<file path="config.mk">
export PLATFORM = sky130hd
export DESIGN_NAME = mac_rx_length_and_error_counters
export DESIGN_NICKNAME = d
export VERILOG_FILES = /design/src/mac_rx_limit_pkg.sv /design/src/mac_rx_length_and_error_counters.sv
export SDC_FILE = /design/constraint.sdc
export NUM_CORES = 1
export LEC_CHECK = 0
export BUFFER_PORTS_ARGS = -buffer_cell sky130_fd_sc_hd__buf_4
export CORE_MARGIN = 3
export CORE_UTILIZATION = 40
export CTS_CLUSTER_SIZE = 20
export DETAILED_ROUTE_END_ITERATION = 10
export PLACE_DENSITY = 0.69
export SYNTH_ARGS = -nofsm -noshare
export SYNTH_HDL_FRONTEND = slang
export SYNTH_SLANG_ARGS = --single-unit
</file>
<file path="constraint.sdc">
create_clock -name aclk -period 3.9 [get_ports aclk]
set_input_delay 0 -clock aclk [delete_from_list [all_inputs] [get_ports aclk]]
set_output_delay 0 -clock aclk [all_outputs]
set_load 0.1 [all_outputs]
</file>
<file path="src/mac_rx_limit_pkg.sv">
`default_nettype none
package mac_rx_limit_pkg;
   // ***************************************************
   // bus geometry
   // ***************************************************
   localparam int ADDR_W = 8;
   localparam int DATA_W = 32;
   localparam logic [1:0] RESP_OKAY = 2'h0;
   localparam logic [1:0] RESP_DECERR = 2'h3;

   // ***************************************************
   // register byte offsets
   // ***************************************************
   localparam logic [ADDR_W-1:0] OFF_RX_LIMIT = 8'h00;
   localparam logic [ADDR_W-1:0] OFF_PHY_STATUS = 8'h04;
   localparam logic [ADDR_W-1:0] OFF_RETRY_OVER = 8'h08;
   localparam logic [ADDR_W-1:0] OFF_LATE_COLL = 8'h0c;
   localparam logic [ADDR_W-1:0] OFF_IRQ_STATUS = 8'h10;
   localparam logic [ADDR_W-1:0] OFF_IRQ_MASK = 8'h14;

   // ***************************************************
   // fields and reset values
   // ***************************************************
   localparam int LIMIT_W = 12;
   localparam logic [LIMIT_W-1:0] LIMIT_RESET = 12'h000;
   localparam logic [LIMIT_W-1:0] LIMIT_STD_TOP = 12'h5ee;
   localparam logic [LIMIT_W-1:0] LIMIT_STD_BYTES = 12'h5ee;
   localparam logic [LIMIT_W-1:0] LIMIT_OWN_TOP = 12'h7ff;
   localparam logic [LIMIT_W-1:0] LIMIT_MAX_BYTES = 12'h800;
   localparam int LINK_BIT = 0;
   localparam logic [DATA_W-1:0] COUNT_RESET = 32'h0000_0000;
   localparam logic [DATA_W-1:0] COUNT_MAX = 32'hffff_ffff;

   // interrupt status and mask share this layout
   localparam int IRQ_W = 4;
   localparam int IRQ_LINK_CHANGE = 0;
   localparam int IRQ_RETRY_OVER = 1;
   localparam int IRQ_LATE_COLL = 2;
   localparam int IRQ_TOO_LONG = 3;
   localparam logic [IRQ_W-1:0] IRQ_RESET = 4'h0;

   // ***************************************************
   // receive path
   // ***************************************************
   localparam int FCS_BYTES = 4;
   localparam int POS_W = 16;
   localparam logic [2:0] PIPE_FULL = 3'h4;
   localparam logic [POS_W-1:0] POS_MAX = 16'hffff;
endpackage : mac_rx_limit_pkg
`default_nettype wire

</file>
<file path="src/mac_rx_length_and_error_counters.sv">
// Summary of operation
// RULE1 - the 12-bit limit field is read/write, low in its word, reset zero.
// RULE2 - reserved register bits always read as zero.
// RULE3 - the checked length runs from destination address to checksum end.
// RULE4 - bytes up to the payload end go out, the checksum bytes do not.
// RULE5 - every byte of a frame beyond the limit is thrown away.
// RULE6 - up to 0x5ee means 1518 bytes, up to 0x7ff itself, else 2048 bytes.
// RULE7 - software leaves the limit alone while reception is enabled.
// RULE8 - bit 0 of the read-only link register shows the pin, the rest read 0.
// RULE9 - a 32-bit count, reset zero, of frames abandoned after all attempts.
// RULE10 - each frame failing its 16th attempt adds one to the retry count.
// RULE11 - the retry-over count holds once it reaches its top value.
// RULE12 - a 32-bit count, reset zero, of late collisions after transmit start.
// RULE13 - the late collision count holds once it reaches its top value.
// RULE14 - a write of any value to a counter clears it, the data is ignored.
// RULE15 - a clearing write beats a counting event in the same cycle.
// RULE16 - the link pin sets the link-change flag, its enable resets to zero.
`timescale 1ns/100ps
`default_nettype none
module mac_rx_length_and_error_counters (
   input wire logic aclk,
   input wire logic aresetn,
   input wire logic awvalid,
   output logic awready,
   input wire logic [mac_rx_limit_pkg::ADDR_W-1:0] awaddr,
   input wire logic wvalid,
   output logic wready,
   input wire logic [mac_rx_limit_pkg::DATA_W-1:0] wdata,
   input wire logic [3:0] wstrb,
   output logic bvalid,
   input wire logic bready,
   output logic [1:0] bresp,
   input wire logic arvalid,
   output logic arready,
   input wire logic [mac_rx_limit_pkg::ADDR_W-1:0] araddr,
   output logic rvalid,
   input wire logic rready,
   output logic [mac_rx_limit_pkg::DATA_W-1:0] rdata,
   output logic [1:0] rresp,
   input wire logic rx_valid,
   input wire logic [7:0] rx_data,
   input wire logic rx_last,
   output logic fwd_valid,
   output logic [7:0] fwd_data,
   output logic fwd_end,
   output logic fwd_too_long,
   input wire logic link_status_pin,
   input wire logic retry_over_event,
   input wire logic late_collision_event,
   output logic irq
);
   import mac_rx_limit_pkg::*;

   // ***************************************************
   // helpers
   // ***************************************************
   // word address match
   function automatic logic hit(input logic [ADDR_W-1:0] a,
                                input logic [ADDR_W-1:0] off);
      hit = (a[ADDR_W-1:2] == off[ADDR_W-1:2]);
   endfunction : hit

   // saturating counter step, clear first
   function automatic logic [DATA_W-1:0] step(input logic [DATA_W-1:0] v,
                                              input logic ev,
                                              input logic clr);
      if (clr)
         step = COUNT_RESET;
      else if (ev && v != COUNT_MAX)
         step = v + 32'h1;
      else
         step = v;
   endfunction : step

   // ***************************************************
   // state
   // ***************************************************
   logic [LIMIT_W-1:0] receive_length_limit;
   logic link_level_view;
   logic [DATA_W-1:0] retry_over_value;
   logic [DATA_W-1:0] late_collision_value;
   logic [IRQ_W-1:0] irq_status;
   logic [IRQ_W-1:0] irq_mask;
   logic aw_held, w_held;
   logic [ADDR_W-1:0] aw_addr_q;
   logic [DATA_W-1:0] w_data_q;
   logic [3:0] w_strb_q;
   logic [FCS_BYTES-1:0][7:0] pipe;
   logic [2:0] pipe_count;
   logic [POS_W-1:0] in_pos, out_pos;

   // ***************************************************
   // bus decode
   // ***************************************************
   wire aw_take = awvalid & awready;
   wire w_take = wvalid & wready;
   wire do_write = aw_held & w_held & ~bvalid;
   wire ar_take = arvalid & arready;
   wire wr_limit = do_write & hit(aw_addr_q, OFF_RX_LIMIT);
   wire wr_phy = do_write & hit(aw_addr_q, OFF_PHY_STATUS);
   wire clear_retry = do_write & hit(aw_addr_q, OFF_RETRY_OVER);
   wire clear_late = do_write & hit(aw_addr_q, OFF_LATE_COLL);
   wire wr_status = do_write & hit(aw_addr_q, OFF_IRQ_STATUS);
   wire wr_mask = do_write & hit(aw_addr_q, OFF_IRQ_MASK);
   wire wr_mapped = wr_limit | wr_phy | clear_retry | clear_late
                    | wr_status | wr_mask;
   wire rd_limit = hit(araddr, OFF_RX_LIMIT);
   wire rd_phy = hit(araddr, OFF_PHY_STATUS);
   wire rd_retry = hit(araddr, OFF_RETRY_OVER);
   wire rd_late = hit(araddr, OFF_LATE_COLL);
   wire rd_status = hit(araddr, OFF_IRQ_STATUS);
   wire rd_mask = hit(araddr, OFF_IRQ_MASK);
   wire rd_mapped = rd_limit | rd_phy | rd_retry | rd_late
                    | rd_status | rd_mask;
   wire next_aw_held = (aw_held & ~do_write) | aw_take;
   wire next_w_held = (w_held & ~do_write) | w_take;
   wire next_rvalid = (rvalid & ~rready) | ar_take;

   // read mux, reserved bits zero
   wire [DATA_W-1:0] read_word =
      rd_limit ? {20'h0, receive_length_limit} :           // see RULE2
      rd_phy ? {31'h0, link_level_view} :                  // see RULE8
      rd_retry ? retry_over_value :
      rd_late ? late_collision_value :
      rd_status ? {28'h0, irq_status} :
      rd_mask ? {28'h0, irq_mask} : 32'h0;

   // byte-lane merge for the limit field
   wire [LIMIT_W-1:0] next_limit =
      {wstrb_hi(w_strb_q[1], w_data_q[11:8], receive_length_limit[11:8]),
       w_strb_q[0] ? w_data_q[7:0] : receive_length_limit[7:0]};

   function automatic logic [3:0] wstrb_hi(input logic s,
                                           input logic [3:0] n,
                                           input logic [3:0] o);
      wstrb_hi = s ? n : o;
   endfunction : wstrb_hi

   // ***************************************************
   // receive length limit
   // ***************************************************
   // effective limit in bytes
   wire [LIMIT_W-1:0] eff_limit =
      (receive_length_limit <= LIMIT_STD_TOP) ? LIMIT_STD_BYTES :  // see RULE6
      (receive_length_limit <= LIMIT_OWN_TOP) ? receive_length_limit :
      LIMIT_MAX_BYTES;
   wire pipe_full = (pipe_count == PIPE_FULL);
   wire [POS_W-1:0] emit_pos = (out_pos == POS_MAX) ? out_pos
                               : out_pos + 16'h1;
   wire [POS_W-1:0] in_pos_inc = (in_pos == POS_MAX) ? in_pos
                                 : in_pos + 16'h1;
   // oldest byte leaves only once four newer ones follow it
   wire emit = rx_valid & pipe_full;                        // see RULE4
   wire emit_ok = emit & (emit_pos <= {4'h0, eff_limit});  // see RULE5
   wire frame_long = rx_valid & rx_last
                     & (in_pos_inc > {4'h0, eff_limit});   // see RULE3

   // ***************************************************
   // events and interrupt
   // ***************************************************
   wire link_change = link_status_pin ^ link_level_view;
   wire [IRQ_W-1:0] events;
   assign events[IRQ_LINK_CHANGE] = link_change;          // see RULE16
   assign events[IRQ_RETRY_OVER] = retry_over_event;
   assign events[IRQ_LATE_COLL] = late_collision_event;
   assign events[IRQ_TOO_LONG] = frame_long;
   wire read_clears = ar_take & rd_status;
   // set wins over clear-on-read
   wire [IRQ_W-1:0] next_status =
      (irq_status & ~{IRQ_W{read_clears}}) | events;
   wire [IRQ_W-1:0] next_mask = wr_mask ? w_data_q[IRQ_W-1:0] : irq_mask;

   // ***************************************************
   // write channel
   // ***************************************************
   always_ff @(posedge aclk) begin
      if (!aresetn) begin
         aw_held <= 1'b0;
         w_held <= 1'b0;
         awready <= 1'b0;
         wready <= 1'b0;
         aw_addr_q <= '0;
         w_data_q <= '0;
         w_strb_q <= 4'h0;
      end else begin
         aw_held <= next_aw_held;
         w_held <= next_w_held;
         awready <= ~next_aw_held;
         wready <= ~next_w_held;
         if (aw_take) aw_addr_q <= awaddr;
         if (w_take) w_data_q <= wdata;
         if (w_take) w_strb_q <= wstrb;
      end
   end

   // write response after both halves are in
   always_ff @(posedge aclk) begin
      if (!aresetn) begin
         bvalid <= 1'b0;
         bresp <= RESP_OKAY;
      end else if (do_write) begin
         bvalid <= 1'b1;
         bresp <= wr_mapped ? RESP_OKAY : RESP_DECERR;
      end else if (bready) begin
         bvalid <= 1'b0;
      end
   end

   // ***************************************************
   // read channel
   // ***************************************************
   always_ff @(posedge aclk) begin
      if (!aresetn) begin
         rvalid <= 1'b0;
         arready <= 1'b0;
         rdata <= '0;
         rresp <= RESP_OKAY;
      end else begin
         rvalid <= next_rvalid;
         arready <= ~next_rvalid;
         if (ar_take) rdata <= read_word;
         if (ar_take) rresp <= rd_mapped ? RESP_OKAY : RESP_DECERR;
      end
   end

   // ***************************************************
   // registers and counters
   // ***************************************************
   always_ff @(posedge aclk) begin
      if (!aresetn) begin
         receive_length_limit <= LIMIT_RESET;              // see RULE1
         link_level_view <= 1'b0;
         retry_over_value <= COUNT_RESET;                  // see RULE9
         late_collision_value <= COUNT_RESET;              // see RULE12
         irq_status <= IRQ_RESET;
         irq_mask <= IRQ_RESET;                            // see RULE16
         irq <= 1'b0;
      end else begin
         if (wr_limit) receive_length_limit <= next_limit; // see RULE1
         link_level_view <= link_status_pin;               // see RULE8
         // clear beats count, count sticks at top
         retry_over_value <= step(retry_over_value, retry_over_event,
                                  clear_retry);   // see RULE10 RULE11 RULE14
         late_collision_value <= step(late_collision_value,
                                      late_collision_event,
                                      clear_late); // see RULE13 RULE15
         irq_status <= next_status;
         irq_mask <= next_mask;
         irq <= |(next_status & next_mask);                // see RULE16
      end
   end

   // ***************************************************
   // receive byte path
   // ***************************************************
   always_ff @(posedge aclk) begin
      if (!aresetn) begin
         pipe <= '0;
         pipe_count <= 3'h0;
         in_pos <= '0;
         out_pos <= '0;
         fwd_valid <= 1'b0;
         fwd_data <= 8'h00;
         fwd_end <= 1'b0;
         fwd_too_long <= 1'b0;
      end else begin
         fwd_valid <= emit_ok;
         fwd_end <= rx_valid & rx_last;
         if (emit) fwd_data <= pipe[FCS_BYTES-1];
         if (rx_valid && rx_last) fwd_too_long <= frame_long;
         if (rx_valid) begin
            pipe <= {pipe[FCS_BYTES-2:0], rx_data};
            // last four bytes at frame end are dropped here
            if (rx_last) begin
               pipe_count <= 3'h0;                         // see RULE4
               in_pos <= '0;
               out_pos <= '0;
            end else begin
               if (!pipe_full) pipe_count <= pipe_count + 3'h1;
               in_pos <= in_pos_inc;
               if (emit) out_pos <= emit_pos;
            end
         end
      end
   end
endmodule : mac_rx_length_and_error_counters
`default_nettype wire

</file>
==> metrics.md, run 1 <==
| Metric | Value |
|---|---|
| Worst vdd rail ir drop | `0.319 mV` |
| Post-CTS resize count | `0` |
| Path class of the lowest-slack min-delay path | `in -> reg` |
| Switching Share | `around a quarter` |
| Number of cells traversed by the worst register-to-register path | `13` |
| Max stage delay cell, worst path | `sky130_fd_sc_hd__or4_4` |
| Setup Skew | `12.1 ps` |
| Fraction of final layout cells with drive strength greater than 1 | `12.8%` |
| Maximum fanout along the worst path | `10` |
| Iter 0 DRT Violations | `602` |
| Max Freq | `around 270 MHz` |
| Max transition margin | `between 20% and 30%` |
| Die X | `172 um` |
| Synth Flop Type | `sky130_fd_sc_hd__dfxtp_1` |
| Antenna cells | `0` |
| Fin. max-slew vios | `0` |
| Cell count along the critical path | `13` |
| Least-Margin Pin Slew | `roughly 1100 ps` |
| Detailed Route WL | `~27000 um` |
| Final ANT Viol Nets | `0` |
| Clock tree sinks | `roughly 230` |
| Average cell area after synthesis | `between 8 and 9 sq um` |
| Share of total power in the clock network | `44.5%` |
| Status | `complete, no violations` |
| Instance count of the mapped netlist | `~1300` |
| Vias per cell | `between 5 and 6` |
| Design Power | `around 0.0051 W` |
| Category of the worst setup path launch point | `flip-flop` |
| Cell Pwr Density | `about 380 nW/um^2` |
| Via count of the first global-routing pass | `between 8000 and 9000` |
| Setup ws final | `about 240 ps` |
| Final net count | `between 1000 and 1500` |
| Required time at the worst-slack endpoint | `between 4000 and 5000 ps` |
| Length of the first detailed-routing pass in iterations | `6` |
| Worst-skew pair later-pin latency | `around 520 ps` |
| Global routing usage summed across all routing layers | `between 10% and 20%` |
| Core area | `roughly 27000 sq um` |
| Number of hold violations in the final report | `0` |
| CP top delay family | `compound AO/OA/AOI/OAI gates` |
| Hold-fix buffer count after cts | `52` |
| Die outline area | `~30000 sq um` |
| Routed length per placed instance | `15.3 um` |
| Clock-pin slew of the registers on the worst-case setup and hold paths | `about 60 ps` |
| Worst Setup Slack post-DPL | `approximately 310 ps` |
| Nets in the synthesized netlist | `between 1000 and 1500` |
| Port Buffers | `between 90 and 100` |
| Final Wtd Congestion | `0.850` |
| RSZ-0062 raised after global routing | `no` |
| Die Ht | `around 170 um` |
| Clock Root Buffer | `sky130_fd_sc_hd__clkbuf_16` |
| Warning count from the yosys run | `0` |
| Cell count of the worst hold path | `4` |
| Switching component of the power | `0.00124 W` |
| Setup crit end kind | `flip-flop` |
| Sequential share of power | `between 40% and 50%` |
| Crit path DAT | `4040 ps` |
| Area growth from synthesis to layout | `21.3%` |
| Post-CTS Setup Inserts | `0` |
| Count of distinct cell types in the synthesized netlist | `between 70 and 80` |
| Number of buffers created by CTS | `25` |
| Post-route setup TNS | `0 ps` |
| Grt ovf | `0` |
| Multiplexer area fraction after synthesis | `under 10%` |
| Most Frequent Cell on Critical Path | `sky130_fd_sc_hd__a21o_1` |
| Wire length of the first global-routing pass | `about 44000 um` |
| Relative contribution of combinational cells to total power | `8.5%` |
| Number of flops mapped to enable cells by yosys | `0` |
| Final core utilization | `49.5%` |
| Post-Synth XOR/XNOR Area | `just over 6%` |
| Starting density of the core | `around two fifths` |
| Half-perimeter wire length after detailed placement | `18300 um` |
| Delay of the slowest cell on the worst path | `560 ps` |
| Count of standard-cell rows | `60` |
| Count of maximum capacitance violations | `0` |
| Buf+Inv Stages, Crit Path | `0` |
| Netlist Area Pre-Place | `11000 sq um` |
| Worst-case hold slack | `around 94 ps` |
| Leakage dissipation | `roughly 5.2 nW` |
| Clock tree from TritonCTS | `built` |
| Main combinational cell family by area after synthesis | `simple AND/OR/NAND/NOR gates` |
| Share of synthesized cell area in full adder, half adder and majority cells | `under 10%` |
| FF+latch count, synth | `around 230` |
| Count of H-tree levels built during CTS | `1` |
| Minimum clock period | `3660 ps` |
| Synthesized-area fraction occupied by ao, oa, aoi and oai cells | `around 14%` |
| Internal power summed over all cells | `about 0.0038 W` |
| Seq/Total Area, Yosys | `between 40% and 50%` |
| Period utilization | `between 90 and 100%` |
| Number of vias in the routed layout | `between 9000 and 10000` |
| Simple logic cell fraction of the synthesized area | `between 20 and 30%` |
| Maximum number of pins on one net before global-route repair | `95` |
| Crit path kind | `reg -> reg` |
| Initial antenna violation count | `0` |
| Async SR Flop Fraction | `0%` |
| Detailed-route DRC error count | `0` |
| Setup Viol. Count Final | `0` |
| Cells along the critical path | `nand4_1 -> or4_4 -> o31ai_4 -> nor2_1 -> xor2_1 -> ha_1 -> a21o_1 -> a21o_1 -> a21o_1 -> nand3b_1 -> a31o_2 -> o221ai_1 -> a31oi_1` |
| Num ports | `125` |
| Maximum clock path buffer count | `3` |
sequential cells by signal, summed over array words and instances, names as in the netlist, 4 cells and up:
| name | flops |
|---|---|
| late_collision_value | 32 |
| pipe | 32 |
| rdata | 32 |
| retry_over_value | 32 |
| in_pos | 16 |
| out_pos | 16 |
| receive_length_limit | 12 |
| w_data_q | 12 |
| fwd_data | 8 |
| aw_addr_q | 6 |
| irq_mask | 4 |
| irq_status | 4 |
area by class of cell:
cell class / instances / area, sq um
clock buffers: 37 / 741
well taps: 341 / 427
repair buffers: 167 / 1380
clock inverters: 8 / 48.8
fillers: 2538 / 13600
multi-input cells: 947 / 6220
inverters: 17 / 63.8
flip-flops and latches: 225 / 4500
per-layer routing:
metal	share of wire, %	wire [um]	GRT usage [%]
met1	48	12900	25.0
met2	45	11900	28.4
met3	4.8	1270	2.65
met4	2.2	594	4.89
met5	0	0	0
stage by stage:
stage,instances,area [sq um]
final,1742,13400
after global routing,1742,13400
after CTS,1742,13400
after detailed placement,1645,12100
after global placement,1645,12100
after floorplan,1255,11000
cell usage in the layout (no fill, tap or decap), drive strengths merged, types with 32 or more instances in the layout:
cell and count:
nand2 141, dlygate4sd3 52, mux2i 81, a21boi 42, dfxtp 225, buf 115
xnor2 35, nor2b 90, a21oi 64, nor2 85, clkbuf 37, nor3 41
xor2 42, nand3 49, o21ai 32
worst paths after layout:
kind,start,to,slack (ps)
worst min-delay path,wvalid,w_data_q[6],90
worst max register to register,in_pos[9],irq_status[3],240
worst min register to register,pipe[29],fwd_data[5],460
worst max-delay path,in_pos[9],irq_status[3],240
synthesized netlist by cell type (all sizes together), types with 4 or more instances:
master	n	area share, %
dfxtp	225	41
a21oi	64	2.9
buf	12	0.63
xnor2	35	2.8
a22oi	11	0.79
nor4	11	0.79
o31ai	4	0.40
a21o	11	0.75
nor2b	90	5.1
or3	13	0.78
a21boi	42	2.9
o21ai	32	1.5
a211oi	4	0.27
and3	15	0.85
o211a	9	0.82
nand4	27	1.7
nand2b	7	0.40
and4	16	1.3
nor3	41	1.9
xor2	42	3.3
nand3	49	2.2
nor2	85	2.9
clkbuf	54	1.8
ha	28	3.2
nand2	141	4.8
and2	13	0.74
inv	15	0.51
o211ai	9	0.61
mux2i	81	7.3
a31oi	7	0.40
nor3b	4	0.27
cell families (layout without fill, tap and decap cells):
family | Yosys count | in the layout
AO/OA/AOI/OAI | 226 | 226
XOR/XNOR | 77 | 77
adder cells (fa/ha/maj) | 30 | 30
buffers and inverters | 83 | 229
flip-flops | 225 | 225
multiplexers | 84 | 84
AND/OR/NAND/NOR | 530 | 530
tightest hold or removal path: cells and delay by family:
kind	cells	cell delay (ps)
simple gates	2	410
compound gates	1	60
buf+inv	1	80
power groups by stage:
stage	clock, W	combinational [W]	sequential (W)
after floorplan	0	0.000184	0.00251
after global placement	0	0.000384	0.00243
after detailed placement	0	0.000389	0.00243
after CTS	0.00233	0.000429	0.00238
after global routing	0.00241	0.000461	0.00238
final	0.00225	0.000428	0.00238
Note: power is estimated with default switching activity, not from simulation.
==> run 2, diff against run 1 <==
Settings changed: BUFFER_PORTS_ARGS -buffer_cell sky130_fd_sc_hd__buf_4 to unset, DONT_BUFFER_PORTS set to 1, PLACE_DENSITY 0.69 to 0.65.
==> metrics.md, run 2 (same netlist as run 1, synthesis figures left out) <==
| Metric | Value |
|---|---|
| Status | `complete, no violations` |
| Clock tree from TritonCTS | `built` |
| Commonest cells after routing, fill and taps aside | `sky130_fd_sc_hd__dfxtp_1 (223), sky130_fd_sc_hd__nand2_1 (141), sky130_fd_sc_hd__nor2b_1 (90), sky130_fd_sc_hd__nor2_1 (85), sky130_fd_sc_hd__mux2i_1 (81)` |
| Wire length of the first global-routing pass | `roughly 44000 um` |
| Maximum fanout along the worst path | `10` |
| Maximum clock path buffer count | `3` |
| Initial antenna violation count | `2` |
| Setup ws final | `331 ps` |
| Setup Skew | `20.2 ps` |
| Leakage dissipation | `roughly 4.8 nW` |
| Cell Pwr Density | `387 nW/um^2` |
| Number of buffers created by CTS | `26` |
| Worst-skew pair later-pin latency | `540 ps` |
| Area growth from synthesis to layout | `16.9%` |
| Number of vias in the routed layout | `~9100` |
| Global routing usage summed across all routing layers | `17.9%` |
| Maximum number of pins on one net before global-route repair | `159` |
| Delay of the slowest cell on the worst path | `~600 ps` |
| Most common cell after layout, fill and taps aside | `sky130_fd_sc_hd__dfxtp_1` |
| Period utilization | `between 90% and 100%` |
| Final core utilization | `between 40% and 50%` |
| Worst vdd rail ir drop | `approximately 0.27 mV` |
| Detailed-route DRC error count | `0` |
| Clock-pin slew of the registers on the worst-case setup and hold paths | `about 60 ps` |
| Max stage delay cell, worst path | `sky130_fd_sc_hd__or4_4` |
| Max Freq | `about 280 MHz` |
| Category of the worst setup path launch point | `flip-flop` |
| Setup crit end kind | `flip-flop` |
| Half-perimeter wire length after detailed placement | `between 15000 and 20000 um` |
| Minimum clock period | `3570 ps` |
| Least-Margin Pin Slew | `1180 ps` |
| Port Buffers | `0` |
| Count of standard-cell rows | `60` |
| Count of maximum capacitance violations | `0` |
| CP top delay family | `compound AO/OA/AOI/OAI gates` |
| Path class of the lowest-slack min-delay path | `in -> reg` |
| Detailed Route WL | `between 20000 and 30000 um` |
| Post-route setup TNS | `0 ps` |
| Iter 0 DRT Violations | `between 500 and 600` |
| Via count of the first global-routing pass | `between 8000 and 9000` |
| Vias per cell | `5.46` |
| Length of the first detailed-routing pass in iterations | `5` |
| Die Ht | `~170 um` |
| Core area | `27000 sq um` |
| Die outline area | `~30000 sq um` |
| Final net count | `1405` |
| Design Power | `roughly 0.0050 W` |
| Grt ovf | `0` |
| Die X | `172 um` |
| Num ports | `between 100 and 150` |
| Required time at the worst-slack endpoint | `~4300 ps` |
| Clock Root Buffer | `sky130_fd_sc_hd__clkbuf_16` |
| Max transition margin | `a little over a fifth` |
| Crit path DAT | `3980 ps` |
| Final ANT Viol Nets | `0` |
| Clock tree sinks | `225` |
| Most Frequent Cell on Critical Path | `sky130_fd_sc_hd__a21o_1` |
| Number of hold violations in the final report | `0` |
| Routed length per placed instance | `16.4 um` |
| Fin. max-slew vios | `0` |
| Cells along the critical path | `nand4_4 -> or4_4 -> o31ai_4 -> nor2_1 -> xor2_1 -> ha_1 -> a21o_1 -> a21o_1 -> a21o_1 -> nand3b_1 -> a31o_2 -> o221ai_1 -> a31oi_1` |
| Starting density of the core | `40.9%` |
| Count of H-tree levels built during CTS | `1` |
| Buf+Inv Stages, Crit Path | `0` |
| Crit path kind | `reg -> reg` |
| Worst Setup Slack post-DPL | `about 240 ps` |
| Final Wtd Congestion | `~0.82` |
| Setup Viol. Count Final | `0` |
| RSZ-0062 raised after global routing | `no` |
| Fraction of final layout cells with drive strength greater than 1 | `under 10%` |
==> run 2: cell count changes in the layout (fill, tap and decap cells not counted), sizes merged <==
cell,before,now
clkinv,8,9
dlygate4sd3,52,74
diode,0,1
clkinvlp,2,1
clkbuf,37,35
inv,15,16
buf,115,14
==> run 2: through the flow <==
step                std cells  hold WS, ps  instance area [sq um]
floorplan                1255          122                  11000
global placement         1541          125                  11300
detailed placement       1541          127                  11300
CTS                      1662         3.22                  12900
global route             1663         48.2                  12900
finish                   1663         14.9                  12900
==> run 2: where the power goes <==
part / internal [W] / switching, W / total [W]
clock network: 0.00126 / 0.000959 / 0.00222
registers: 0.00234 / 0.000127 / 0.00247
logic: 0.000138 / 0.000166 / 0.000305
==> run 2: layout make-up <==
| type | instances | area, sq um |
|---|---|---|
| Antenna cell | 1 | 2.50 |
| Clock buffer | 35 | 704 |
| Clock inverter | 9 | 62.6 |
| Fill cell | 2556 | 14100 |
| Inverter | 17 | 63.8 |
| Multi-Input combinational cell | 947 | 6240 |
| Sequential cell | 225 | 4510 |
| Tap cell | 341 | 427 |
| Timing Repair Buffer | 88 | 906 |
==> run 2: worst min-delay path, cell delays in order <==
cell                      delay, ps
sky130_fd_sc_hd__nor3b_1        190
sky130_fd_sc_hd__a211o_1        160
sky130_fd_sc_hd__a21oi_1         50
sky130_fd_sc_hd__a21oi_1        110
==> run 2: path summary, 6_finish.rpt <==
kind	start	slack (ps)	end	cells past startpoint
hold / removal	aresetn	10	irq	4
hold reg to reg	w_data_q[7]	470	w_data_q[7]	2
setup / recovery	in_pos[3]	330	irq_status[3]	13
setup reg to reg	in_pos[3]	330	irq_status[3]	13
==> run 2: layer usage <==
layer	GRT usage (%)	routed length, um	part of all wire, %
met4	4.34	527	1.9
met3	3.77	1600	5.9
met2	28.7	12100	45
met5	0	0	0
met1	24.9	13000	48
==> run 2: repair_timing <==
action	CTS	global route
setup buffers	0	0
hold buffers	77	0
resized for setup	0	3
setup endpoints to repair	0	1
hold endpoints to repair	211	0
==> run 3, diff against run 2 <==
Settings changed: RECOVER_POWER set to 50.
==> metrics.md, run 3 (same netlist as run 1, synthesis figures left out) <==
| Metric | Value |
|---|---|
| Status | `finished with violations` |
| Failing checks | `max-capacitance violations, max-slew violations` |
| Commonest cells after routing, fill and taps aside | `sky130_fd_sc_hd__dfxtp_1 (225), sky130_fd_sc_hd__nand2_1 (141), sky130_fd_sc_hd__nor2b_1 (90), sky130_fd_sc_hd__nor2_1 (85), sky130_fd_sc_hd__mux2i_1 (81)` |
| Detailed Route WL | `approximately 27000 um` |
| Initial antenna violation count | `2` |
| Most common cell after layout, fill and taps aside | `sky130_fd_sc_hd__dfxtp_1` |
| Post-CTS Setup Inserts | `0` |
| Count of H-tree levels built during CTS | `1` |
| Max Freq | `280 MHz` |
| Number of buffers created by CTS | `26` |
| Wire length of the first global-routing pass | `43900 um` |
| Cell Pwr Density | `around 390 nW/um^2` |
| Cells along the critical path | `nand4_4 -> or4_4 -> o31ai_4 -> nor2_1 -> xor2_1 -> ha_1 -> a21o_1 -> a21o_1 -> a21o_1 -> nand3b_1 -> a31o_2 -> o221ai_1 -> a31oi_1` |
| Area growth from synthesis to layout | `16.6%` |
| RSZ-0062 raised after global routing | `no` |
| Length of the first detailed-routing pass in iterations | `5` |
| Max stage delay cell, worst path | `sky130_fd_sc_hd__or4_4` |
| Fraction of final layout cells with drive strength greater than 1 | `5.60%` |
| Setup Skew | `21.2 ps` |
| Delay of the slowest cell on the worst path | `590 ps` |
| Most Frequent Cell on Critical Path | `sky130_fd_sc_hd__a21o_1` |
| Die Ht | `around 170 um` |
| Fin. max-slew vios | `~160` |
| Required time at the worst-slack endpoint | `4310 ps` |
| Worst-skew pair later-pin latency | `540 ps` |
| Maximum fanout along the worst path | `10` |
| Count of standard-cell rows | `60` |
| Start point of the critical path | `in_pos[3]` |
| Number of hold violations in the final report | `0` |
| Category of the worst setup path launch point | `flip-flop` |
| Least-Margin Pin Slew | `~2600 ps` |
| Final net count | `around 1400` |
| Detailed-route DRC error count | `0` |
| Grt ovf | `0` |
| Num ports | `125` |
| Die X | `172 um` |
| Crit path DAT | `3980 ps` |
| Worst Setup Slack post-DPL | `around 240 ps` |
| Startpoint of the most critical hold path | `aresetn` |
| Count of maximum capacitance violations | `3` |
| Number of vias in the routed layout | `9064` |
| Routed length per placed instance | `roughly 16 um` |
| Half-perimeter wire length after detailed placement | `approximately 18000 um` |
| Die outline area | `a little under 30000 sq um` |
| Period utilization | `between 90% and 100%` |
| Setup crit end kind | `flip-flop` |
| Setup Viol. Count Final | `0` |
| Clock tree sinks | `around 230` |
| Iter 0 DRT Violations | `between 500 and 600` |
| Crit path kind | `reg -> reg` |
| Buf+Inv Stages, Crit Path | `0` |
| Global routing usage summed across all routing layers | `approximately 18%` |
| Post-route setup TNS | `0 ps` |
| Final Wtd Congestion | `around 0.82` |
| Final ANT Viol Nets | `0` |
| Clock tree from TritonCTS | `built` |
| CP top delay family | `compound AO/OA/AOI/OAI gates` |
| Vias per cell | `approximately 5.5` |
| Maximum clock path buffer count | `3` |
| Port Buffers | `0` |
| Leakage dissipation | `~4.8 nW` |
| Reg-to-Reg Start | `in_pos[3]` |
| Minimum clock period | `around 3600 ps` |
| Via count of the first global-routing pass | `about 8500` |
| Maximum number of pins on one net before global-route repair | `between 150 and 200` |
| Core area | `roughly 27000 sq um` |
| Setup ws final | `331 ps` |
| Clock Root Buffer | `sky130_fd_sc_hd__clkbuf_16` |
| Starting density of the core | `40.9%` |
| Max transition margin | `-76.4%` |
| Clock-pin slew of the registers on the worst-case setup and hold paths | `around 60 ps` |
| Worst vdd rail ir drop | `between 0.2 and 0.3 mV` |
| Path class of the lowest-slack min-delay path | `in -> reg` |
[run 3: changes by cell type in the layout (fill, tap and decap cells not counted)]
| cell | change |
|---|---|
| sky130_fd_sc_hd__dfxtp_1 | +2 |
| sky130_fd_sc_hd__and2_0 | +2 |
| sky130_fd_sc_hd__clkbuf_2 | +1 |
| sky130_fd_sc_hd__clkbuf_1 | +3 |
| sky130_fd_sc_hd__buf_16 | -1 |
| sky130_fd_sc_hd__and2_1 | -2 |
| sky130_fd_sc_hd__buf_4 | -3 |
| sky130_fd_sc_hd__dfxtp_2 | -2 |
[run 3: cell type report]
type	instances	area (sq um)
clock inverters	9	62.6
clock buffers	35	704
inverters	17	63.8
diodes	1	2.50
repair buffers	88	872
flip-flops and latches	225	4500
fillers	2561	14200
multi-input cells	947	6240
well taps	341	427
[run 3: path summary, 6_finish.rpt]
check	cells past startpoint	slack, ps	endpoint
min	4	10	irq
max	13	330	irq_status[3]
min reg2reg	2	470	fwd_data[7]
max reg2reg	13	330	irq_status[3]
[run 3: tightest hold or removal path, stage by stage]
cell                      delay (ps)
sky130_fd_sc_hd__nor3b_1         190
sky130_fd_sc_hd__a211o_1         160
sky130_fd_sc_hd__a21oi_1          50
sky130_fd_sc_hd__a21oi_1         110
[run 3: where the power goes]
| group | internal (W) | switching, W |
|---|---|---|
| sequential | 0.00234 | 0.000127 |
| combinational | 0.000139 | 0.000166 |
| clock | 0.00126 | 0.000957 |
| total | 0.00375 | 0.00125 |
[run 3: layer usage]
metal / global-route usage (%) / vias up / wire length [um]
met1: 24.9 / 4263 / 12900
met4: 4.34 / 0 / 541
li1: - / 4555 / -
met2: 28.7 / 206 / 12100
met3: 3.77 / 40 / 1610
met5: 0 / - / 0
[run 3: stage by stage]
stage	hold slack, ps	cell area, sq um	total power [W]	utilization [%]	std cells
after CTS	3.22	12900	0.00505	47.7	1662
after detailed placement	127	11300	0.00271	41.8	1541
final	14.3	12900	0.00499	47.6	1663
after global routing	48.2	12900	0.00518	47.6	1663
after global placement	125	11300	0.00270	41.8	1541
after floorplan	122	11000	0.00270	-	1255
[run 3: what timing repair did]
action | CTS | global route
endpoints found under the hold margin | 211 | 0
resized for setup | 0 | 3
setup endpoints to repair | 0 | 1
hold buffers | 77 | 0
